<file path="src/qbp_defines.svh">
// Constants for the quasi-bidirectional port pair
`ifndef QBP_DEFINES_SVH
`define QBP_DEFINES_SVH
`define QBP_RESET_LATCH     8'hFF
`define QBP_BOOST_TIME_NS   10
`define QBP_CLK_PERIOD_NS   5
`define QBP_BOOST_CYCLES    ((`QBP_BOOST_TIME_NS + `QBP_CLK_PERIOD_NS - 1) / `QBP_CLK_PERIOD_NS)
`define QBP_BIT_T2_PIN      0
`define QBP_BIT_T2_TRIG     1
`define QBP_BIT_SER_RX      2
`define QBP_BIT_SER_TX      3
`define QBP_BIT_IRQ_C       4
`define QBP_BIT_IRQ_D       5
`define QBP_BIT_IRQ_E       6
`define QBP_BIT_IRQ_F       7
`endif

</file>
<file path="src/qbp_pkg.sv">
// Types for the quasi-bidirectional port pair
package qbp_pkg;
  typedef enum logic [1:0] {
    QBP_MODE_PORT,
    QBP_MODE_ADDR,
    QBP_MODE_PAGE1,
    QBP_MODE_PAGE2
  } qbp_bus_mode_t;
endpackage

</file>
<file path="src/qbp_pin.sv">
// One quasi-bidirectional pin cell with its transition boost timer
`timescale 1ns/1ps
`include "qbp_defines.svh"
module qbp_pin #(
  parameter int BOOST_CYCLES = `QBP_BOOST_CYCLES
) (
  // Clock and reset
  input  wire logic clk,
  input  wire logic srst,
  // Value to present and pad sense
  input  wire logic out_val,
  input  wire logic pad_in,
  // Pad controls
  output logic      pull_down_q,
  output logic      strong_up_q,
  output logic      pad_q
);
  localparam int CW = $clog2(BOOST_CYCLES + 1);
  logic          prev_q;
  logic [CW-1:0] cnt_q;

  always_ff @(posedge clk) begin
    if (srst) begin
      prev_q      <= 1'b1;
      pull_down_q <= 1'b0;
    end else begin
      prev_q      <= out_val;
      pull_down_q <= ~out_val;
    end
  end

  // Boost only on a 0 to 1 step; weak pull-up carries the level afterwards
  always_ff @(posedge clk) begin
    if (srst) begin
      cnt_q       <= '0;
      strong_up_q <= 1'b0;
    end else if (!out_val) begin
      // A zero cuts the boost short, so the two strong drivers never fight
      cnt_q       <= '0;
      strong_up_q <= 1'b0;
    end else if (out_val && !prev_q) begin
      cnt_q       <= CW'(BOOST_CYCLES - 1);
      strong_up_q <= 1'b1;
    end else if (cnt_q != '0) begin
      cnt_q       <= cnt_q - 1'b1;
      strong_up_q <= 1'b1;
    end else begin
      strong_up_q <= 1'b0;
    end
  end

  always_ff @(posedge clk) begin
    if (srst) begin
      pad_q <= 1'b1;
    end else begin
      pad_q <= pad_in;
    end
  end
endmodule

</file>
<file path="src/qbp_port_pair.sv">
// Two quasi-bidirectional 8-bit ports with alternate functions
`timescale 1ns/1ps
`include "qbp_defines.svh"
module qbp_port_pair #(
  parameter int WIDTH        = 8,
  parameter int BOOST_CYCLES = `QBP_BOOST_CYCLES
) (
  // Clock and reset
  input  wire logic             clk,
  input  wire logic             srst,
  // Software port latches
  input  wire logic             porta_wr,
  input  wire logic [WIDTH-1:0] porta_wdata,
  input  wire logic             portb_wr,
  input  wire logic [WIDTH-1:0] portb_wdata,
  // Pin levels seen by software
  output logic [WIDTH-1:0]      porta_pins,
  output logic [WIDTH-1:0]      portb_pins,
  // Port A pads
  input  wire logic [WIDTH-1:0] porta_pad_in,
  output logic [WIDTH-1:0]      porta_pull_down,
  output logic [WIDTH-1:0]      porta_strong_up,
  // Port B pads
  input  wire logic [WIDTH-1:0] portb_pad_in,
  output logic [WIDTH-1:0]      portb_pull_down,
  output logic [WIDTH-1:0]      portb_strong_up,
  // Timer 2 and second serial port
  input  wire logic             timer2_out_en,
  input  wire logic             timer2_out_val,
  output logic                  timer2_ext_pin,
  output logic                  timer2_capture_trigger,
  input  wire logic             serial_b_enable,
  input  wire logic             serial_b_tx_val,
  output logic                  serial_b_receive,
  // Edge interrupt pulses
  output logic                  ext_irq_c_rising,
  output logic                  ext_irq_d_falling,
  output logic                  ext_irq_e_rising,
  output logic                  ext_irq_f_falling,
  // External memory bus
  input  wire qbp_pkg::qbp_bus_mode_t bus_mode,
  input  wire logic             bus_active,
  input  wire logic             addr_phase,
  input  wire logic [15:0]      bus_addr,
  input  wire logic [7:0]       bus_wdata,
  input  wire logic             bus_write,
  output logic [7:0]            bus_rdata,
  output logic [7:0]            low_addr_out,
  output logic                  low_addr_valid
);
  // ----------------------------------------------------------------
  // Port latches
  // ----------------------------------------------------------------
  logic [WIDTH-1:0] porta_latch_q;
  logic [WIDTH-1:0] portb_latch_q;
  logic [WIDTH-1:0] porta_val;
  logic [WIDTH-1:0] portb_val;
  logic [WIDTH-1:0] porta_sync;
  logic [WIDTH-1:0] portb_sync;

  always_ff @(posedge clk) begin
    if (srst) begin
      porta_latch_q <= `QBP_RESET_LATCH;
    end else if (porta_wr) begin
      porta_latch_q <= porta_wdata;
    end
  end

  always_ff @(posedge clk) begin
    if (srst) begin
      portb_latch_q <= `QBP_RESET_LATCH;
    end else if (portb_wr) begin
      portb_latch_q <= portb_wdata;
    end
  end

  // ----------------------------------------------------------------
  // Alternate drive of port A
  // ----------------------------------------------------------------
  // Alternate outputs AND with the latch, so a latch one keeps the pin usable
  always_comb begin
    porta_val = porta_latch_q;
    if (timer2_out_en) begin
      porta_val[`QBP_BIT_T2_PIN] = porta_latch_q[`QBP_BIT_T2_PIN] & timer2_out_val;
    end
    if (serial_b_enable) begin
      porta_val[`QBP_BIT_SER_TX] = porta_latch_q[`QBP_BIT_SER_TX] & serial_b_tx_val;
    end
  end

  // ----------------------------------------------------------------
  // Port B source: latch or external bus
  // ----------------------------------------------------------------
  // Port B belongs to the bus only in the three bus modes
  logic bus_owns_b;
  assign bus_owns_b = bus_active && (bus_mode != qbp_pkg::QBP_MODE_PORT);

  always_comb begin
    portb_val = portb_latch_q;
    if (bus_owns_b) begin
      case (bus_mode)
        qbp_pkg::QBP_MODE_ADDR:  portb_val = bus_addr[15:8];
        qbp_pkg::QBP_MODE_PAGE1: portb_val = addr_phase ? bus_addr[15:8] : bus_addr[7:0];
        qbp_pkg::QBP_MODE_PAGE2: portb_val = addr_phase ? bus_addr[15:8]
                                             : (bus_write ? bus_wdata : 8'hFF);
        default:                 portb_val = portb_latch_q;
      endcase
    end
  end

  // ----------------------------------------------------------------
  // Pin cells
  // ----------------------------------------------------------------
  // Pull-down off on a one leaves only the weak pull-up once the boost ends, so outside drivers win
  for (genvar i = 0; i < WIDTH; i++) begin : g_pins
    qbp_pin #(.BOOST_CYCLES(BOOST_CYCLES)) u_pa (
      .clk         (clk),
      .srst        (srst),
      .out_val     (porta_val[i]),
      .pad_in      (porta_pad_in[i]),
      .pull_down_q (porta_pull_down[i]),
      .strong_up_q (porta_strong_up[i]),
      .pad_q       (porta_sync[i])
    );
    qbp_pin #(.BOOST_CYCLES(BOOST_CYCLES)) u_pb (
      .clk         (clk),
      .srst        (srst),
      .out_val     (portb_val[i]),
      .pad_in      (portb_pad_in[i]),
      .pull_down_q (portb_pull_down[i]),
      .strong_up_q (portb_strong_up[i]),
      .pad_q       (portb_sync[i])
    );
  end

  // ----------------------------------------------------------------
  // Pin levels returned to software
  // ----------------------------------------------------------------
  assign porta_pins = porta_sync;
  assign portb_pins = portb_sync;

  // ----------------------------------------------------------------
  // Alternate inputs and edge interrupts
  // ----------------------------------------------------------------
  logic [WIDTH-1:0] porta_prev_q;

  always_ff @(posedge clk) begin
    if (srst) begin
      porta_prev_q <= `QBP_RESET_LATCH;
    end else begin
      porta_prev_q <= porta_sync;
    end
  end

  always_ff @(posedge clk) begin
    if (srst) begin
      timer2_ext_pin         <= 1'b1;
      timer2_capture_trigger <= 1'b1;
    end else begin
      timer2_ext_pin         <= porta_sync[`QBP_BIT_T2_PIN];
      timer2_capture_trigger <= porta_sync[`QBP_BIT_T2_TRIG];
    end
  end

  // Receive idles high while the second serial port is off, so it never sees a start bit
  always_ff @(posedge clk) begin
    if (srst) begin
      serial_b_receive <= 1'b1;
    end else begin
      serial_b_receive <= porta_sync[`QBP_BIT_SER_RX] | ~serial_b_enable;
    end
  end

  always_ff @(posedge clk) begin
    if (srst) begin
      ext_irq_c_rising  <= 1'b0;
      ext_irq_d_falling <= 1'b0;
      ext_irq_e_rising  <= 1'b0;
      ext_irq_f_falling <= 1'b0;
    end else begin
      ext_irq_c_rising  <= porta_sync[`QBP_BIT_IRQ_C] & ~porta_prev_q[`QBP_BIT_IRQ_C];
      ext_irq_d_falling <= ~porta_sync[`QBP_BIT_IRQ_D] & porta_prev_q[`QBP_BIT_IRQ_D];
      ext_irq_e_rising  <= porta_sync[`QBP_BIT_IRQ_E] & ~porta_prev_q[`QBP_BIT_IRQ_E];
      ext_irq_f_falling <= ~porta_sync[`QBP_BIT_IRQ_F] & porta_prev_q[`QBP_BIT_IRQ_F];
    end
  end

  // ----------------------------------------------------------------
  // Bus return data and low address for the zero port
  // ----------------------------------------------------------------
  always_ff @(posedge clk) begin
    if (srst) begin
      bus_rdata <= 8'hFF;
    end else begin
      bus_rdata <= portb_sync;
    end
  end

  always_ff @(posedge clk) begin
    if (srst) begin
      low_addr_out   <= 8'h00;
      low_addr_valid <= 1'b0;
    end else begin
      low_addr_out   <= bus_addr[7:0];
      low_addr_valid <= bus_active && addr_phase && (bus_mode == qbp_pkg::QBP_MODE_ADDR);
    end
  end
endmodule

</file>
<file path="config.mk">
export PLATFORM = sky130hd
export DESIGN_NAME = qbp_port_pair
export DESIGN_NICKNAME = d
export VERILOG_FILES = /design/src/qbp_pkg.sv /design/src/qbp_pin.sv /design/src/qbp_port_pair.sv
export VERILOG_INCLUDE_DIRS = /design/src /design/src/src
export SDC_FILE = /design/constraint.sdc
export NUM_CORES = 1
export LEC_CHECK = 0
export BUFFER_PORTS_ARGS = -buffer_cell sky130_fd_sc_hd__buf_2
export CORE_MARGIN = 2
export CORE_UTILIZATION = 44
export DETAILED_ROUTE_END_ITERATION = 16
export PLACE_DENSITY = 0.77
export SLEW_MARGIN = 25
export SYNTH_ARGS = -nofsm -noshare
export SYNTH_HDL_FRONTEND = slang
export SYNTH_HIERARCHICAL = 1
export SYNTH_SLANG_ARGS = --single-unit
</file>
<file path="constraint.sdc">
create_clock -name clk -period 1.4 [get_ports clk]
set_input_delay 0.21 -clock clk [delete_from_list [all_inputs] [get_ports clk]]
set_output_delay 0.21 -clock clk [all_outputs]
set_load 0.02 [all_outputs]
</file>
==> flow_metrics.tcl <==
set metrics [dict create \
    status "finished, final reports clean" \
    routedWlPerCell_um 12.65 \
    async_flop_share_pct 0 \
    period_minus_slack_ns 1.209 \
    ir_worst_vdd_uv 938.1 \
    p_leak_uw 0.003160 \
    cts_setup_buffers 0 \
    boundaryPins 141 \
    synth_nets 547 \
    yosysWarningCount 6 \
    ant_nets 0 \
    cts_tree "built" \
    stdcell_area_um2 6794 \
    cts-resized-gates 0 \
    p_switching_uw 2729 \
    areaGrowthSynthToFinish_pct 36.71 \
    worst_setup_path_end_kind "flop" \
    drv_cap 0 \
    hp-class "in -> reg" \
    dr.first_iter.drc_count 87 \
    start_kind "flop" \
    power.internal_uw 7976 \
    drtPass1Iterations 4 \
    cpMaxStageDelayCell "dfxtp_1" \
    cp.arrival_ns 1.50 \
    grt_start_max_net_pins 46 \
    core_um2 10940 \
    diodes 0 \
    hold_ws_ns 0.01108 \
    cts_made_buffers 17 \
    comb_power_share_pct 17.4 \
    hold_violations 0 \
    drcViolationCount 0 \
    dieArea_um2 12160 \
    most-common-layout-cells "dfxtp_1 (140), buf_2 (140), inv_1 (68)" \
    grtUsageTotal_pct 18.09 \
    clock-sinks 140 \
    htree_num_levels 4 \
    cp_cell_sequence "inv_1 -> ha_1 -> nor2b_1 -> a2111oi_2" \
    final_max_slew_viol_count 0 \
    die_x_um 110.3 \
    worst-path-stages 4 \
    p_clk_share_pct 40.0 \
    finClkSkew_ns 0.009910 \
    worst_slew_pin_slew_ns 0.3386 \
    critPathBufInv 1 \
    clk_path_buf_depth 2 \
    yosysSeqAreaShare_pct 56.39 \
    switching_share_pct 25.49 \
    rows 38 \
    drive_gt1_share_pct 35.87 \
    synth.avg_cell_area_um2 10.76 \
    seqPwrFrac_pct 42.5 \
    die_height_um 110.3 \
    slew_headroom_pct 77.38 \
    fin_nets 743 \
    vias 3768 \
    fmax_ghz 0.8272 \
    dp_hpwl_mm 7.284 \
    crit_type "reg -> reg" \
    initial_core_util_pct 45.45 \
    portBuffers 140 \
    max_stage_delay_ns 0.35 \
    grt_pass1_wl_mm 16.41 \
    powerDensity_nw_per_um2 1576 \
    rsz0062_at_grt "no" \
    setup_viol 0 \
    synth_cells 462 \
    grt_pass1_vias 3849 \
    place_area_um2 5916 \
    critPathRequiredTime_ns 1.69 \
    crit_family "flip-flops" \
    min_path_cells 2 \
    finalCritPeriodShare_pct 86.35 \
    viasPerCell 4.658 \
    clock_latency_ns 0.42 \
    yosys.cell_types.count 29 \
    clk_pin_slew_ns 0.06 \
    synth_edf_count 0 \
    cts_root_buf "clkbuf_16" \
    gpl.final_weighted_congestion 0.8269 \
    ys.flop_type "dfxtp_1" \
    ys_ff_latch 140 \
    crit_fanout 2 \
    synth_area_um2 4970 \
    ff2ff_setup_slack_ns 0.19 \
    wl_mm 10.24 \
    antenna_found_initial 0 \
    grt_overflow 0 \
    reg2reg_depth 4 \
]
## per-layer routing
metal	vias up	global-route usage (%)	routed length (um)	share of wire, %
met5	-	0	0	0
li1	1902	-	-	-
met2	107	33.00	5239	51
met1	1737	17.97	4048	40
met3	22	6.526	671	6.6
met4	0	9.196	278	2.7
## registers in the layout (all words and copies together), names as in the netlist
| signal | flops |
|---|---|
| low_addr_valid | 1 |
| serial_b_receive | 1 |
| g_pins.u_pa/strong_up_q | 8 |
| ext_irq_f_falling | 1 |
| g_pins.u_pb/prev_q | 8 |
| portb_latch_q | 8 |
| g_pins.u_pa/pad_q | 8 |
| low_addr_out | 8 |
| ext_irq_c_rising | 1 |
| g_pins.u_pb/cnt_q | 16 |
| g_pins.u_pb/pad_q | 8 |
| g_pins.u_pb/strong_up_q | 8 |
| g_pins.u_pa/pull_down_q | 8 |
| g_pins.u_pb/pull_down_q | 8 |
| bus_rdata | 8 |
| g_pins.u_pa/prev_q | 8 |
| porta_prev_q | 6 |
| porta_latch_q | 8 |
| g_pins.u_pa/cnt_q | 16 |
| ext_irq_e_rising | 1 |
| ext_irq_d_falling | 1 |
## per-stage QoR
stage | power [uW] | worst slack (ns) | TNS (ns) | std cells | util, %
6_report | 10710 | 0.1911 | 0 | 809 | 62.13
2_1_floorplan | 5883 | 0.1470 | 0 | 462 | -
3_5_place_dp | 6438 | -0.1599 | -1.000 | 748 | 54.10
3_3_place_gp | 6296 | -0.05453 | -0.1967 | 748 | 54.10
5_1_grt | 11250 | 0.1219 | 0 | 809 | 62.13
4_1_cts | 10810 | 0.1848 | 0 | 809 | 62.13
## what timing repair did
item | in CTS | in global routing
hold buffers | 31 | 0
endpoints found under the setup margin | 0 | 0
hold endpoints to repair | 31 | 0
## path summary, 6_finish.rpt
path	startpoint	to
worst min-delay path	porta_wdata[0]	porta_latch_q[0]
worst max-delay path	g_pins[3].u_pb/cnt_q[0]	g_pins[3].u_pb/cnt_q[1]
worst max register to register	g_pins[3].u_pb/cnt_q[0]	g_pins[3].u_pb/cnt_q[1]
worst min register to register	porta_prev_q[6]	ext_irq_e_rising
## synth_stat cells, drive strengths merged (8+ instances only)
master | count | area (um2)
a211o | 16 | 140.1
ha | 16 | 200.2
nand2 | 9 | 36.29
inv | 68 | 255.2
nand2b | 17 | 106.4
xor2 | 16 | 140.1
nor2b | 40 | 250.2
dfxtp | 140 | 2803
a21oi | 32 | 160.2
a31oi | 8 | 50.05
nor2 | 11 | 41.29
a2111oi | 16 | 240.2
or2 | 46 | 287.8
## cell type report
type | instances | area (um2)
Inverter | 68 | 255.2
Tap cell | 140 | 175.2
Fill cell | 905 | 4141
Clock buffer | 23 | 478.0
Multi-Input combinational cell | 244 | 1837
Clock inverter | 7 | 90.09
Sequential cell | 140 | 2803
Timing Repair Buffer | 187 | 1156
## power groups by stage
| stage | sequential [uW] | clock [uW] | combinational, uW |
|---|---|---|---|
| 2_1_floorplan | 4800 | 0 | 1090 |
| 3_3_place_gp | 4610 | 0 | 1680 |
| 3_5_place_dp | 4640 | 0 | 1800 |
| 4_1_cts | 4560 | 4380 | 1880 |
| 5_1_grt | 4600 | 4570 | 2080 |
| 6_report | 4550 | 4290 | 1870 |
## worst register-to-register path, cell delays in order, from the launching register on
cell and delay (ns):
dfxtp_1 0.35, inv_1 0.05, ha_1 0.27, nor2b_1 0.14
a2111oi_2 0.27
## cells by family after synthesis
kind of cell	after synthesis	share of synthesized area [%]
adders and majority gates	16	4.028
AOI/OAI and AO/OA	83	14.63
DFF	140	56.39
xor gates and xnor gates	16	2.820
and+or+nand+nor	129	15.48
buffers and inverters	78	6.646
Power figures use the tool's default switching activity.
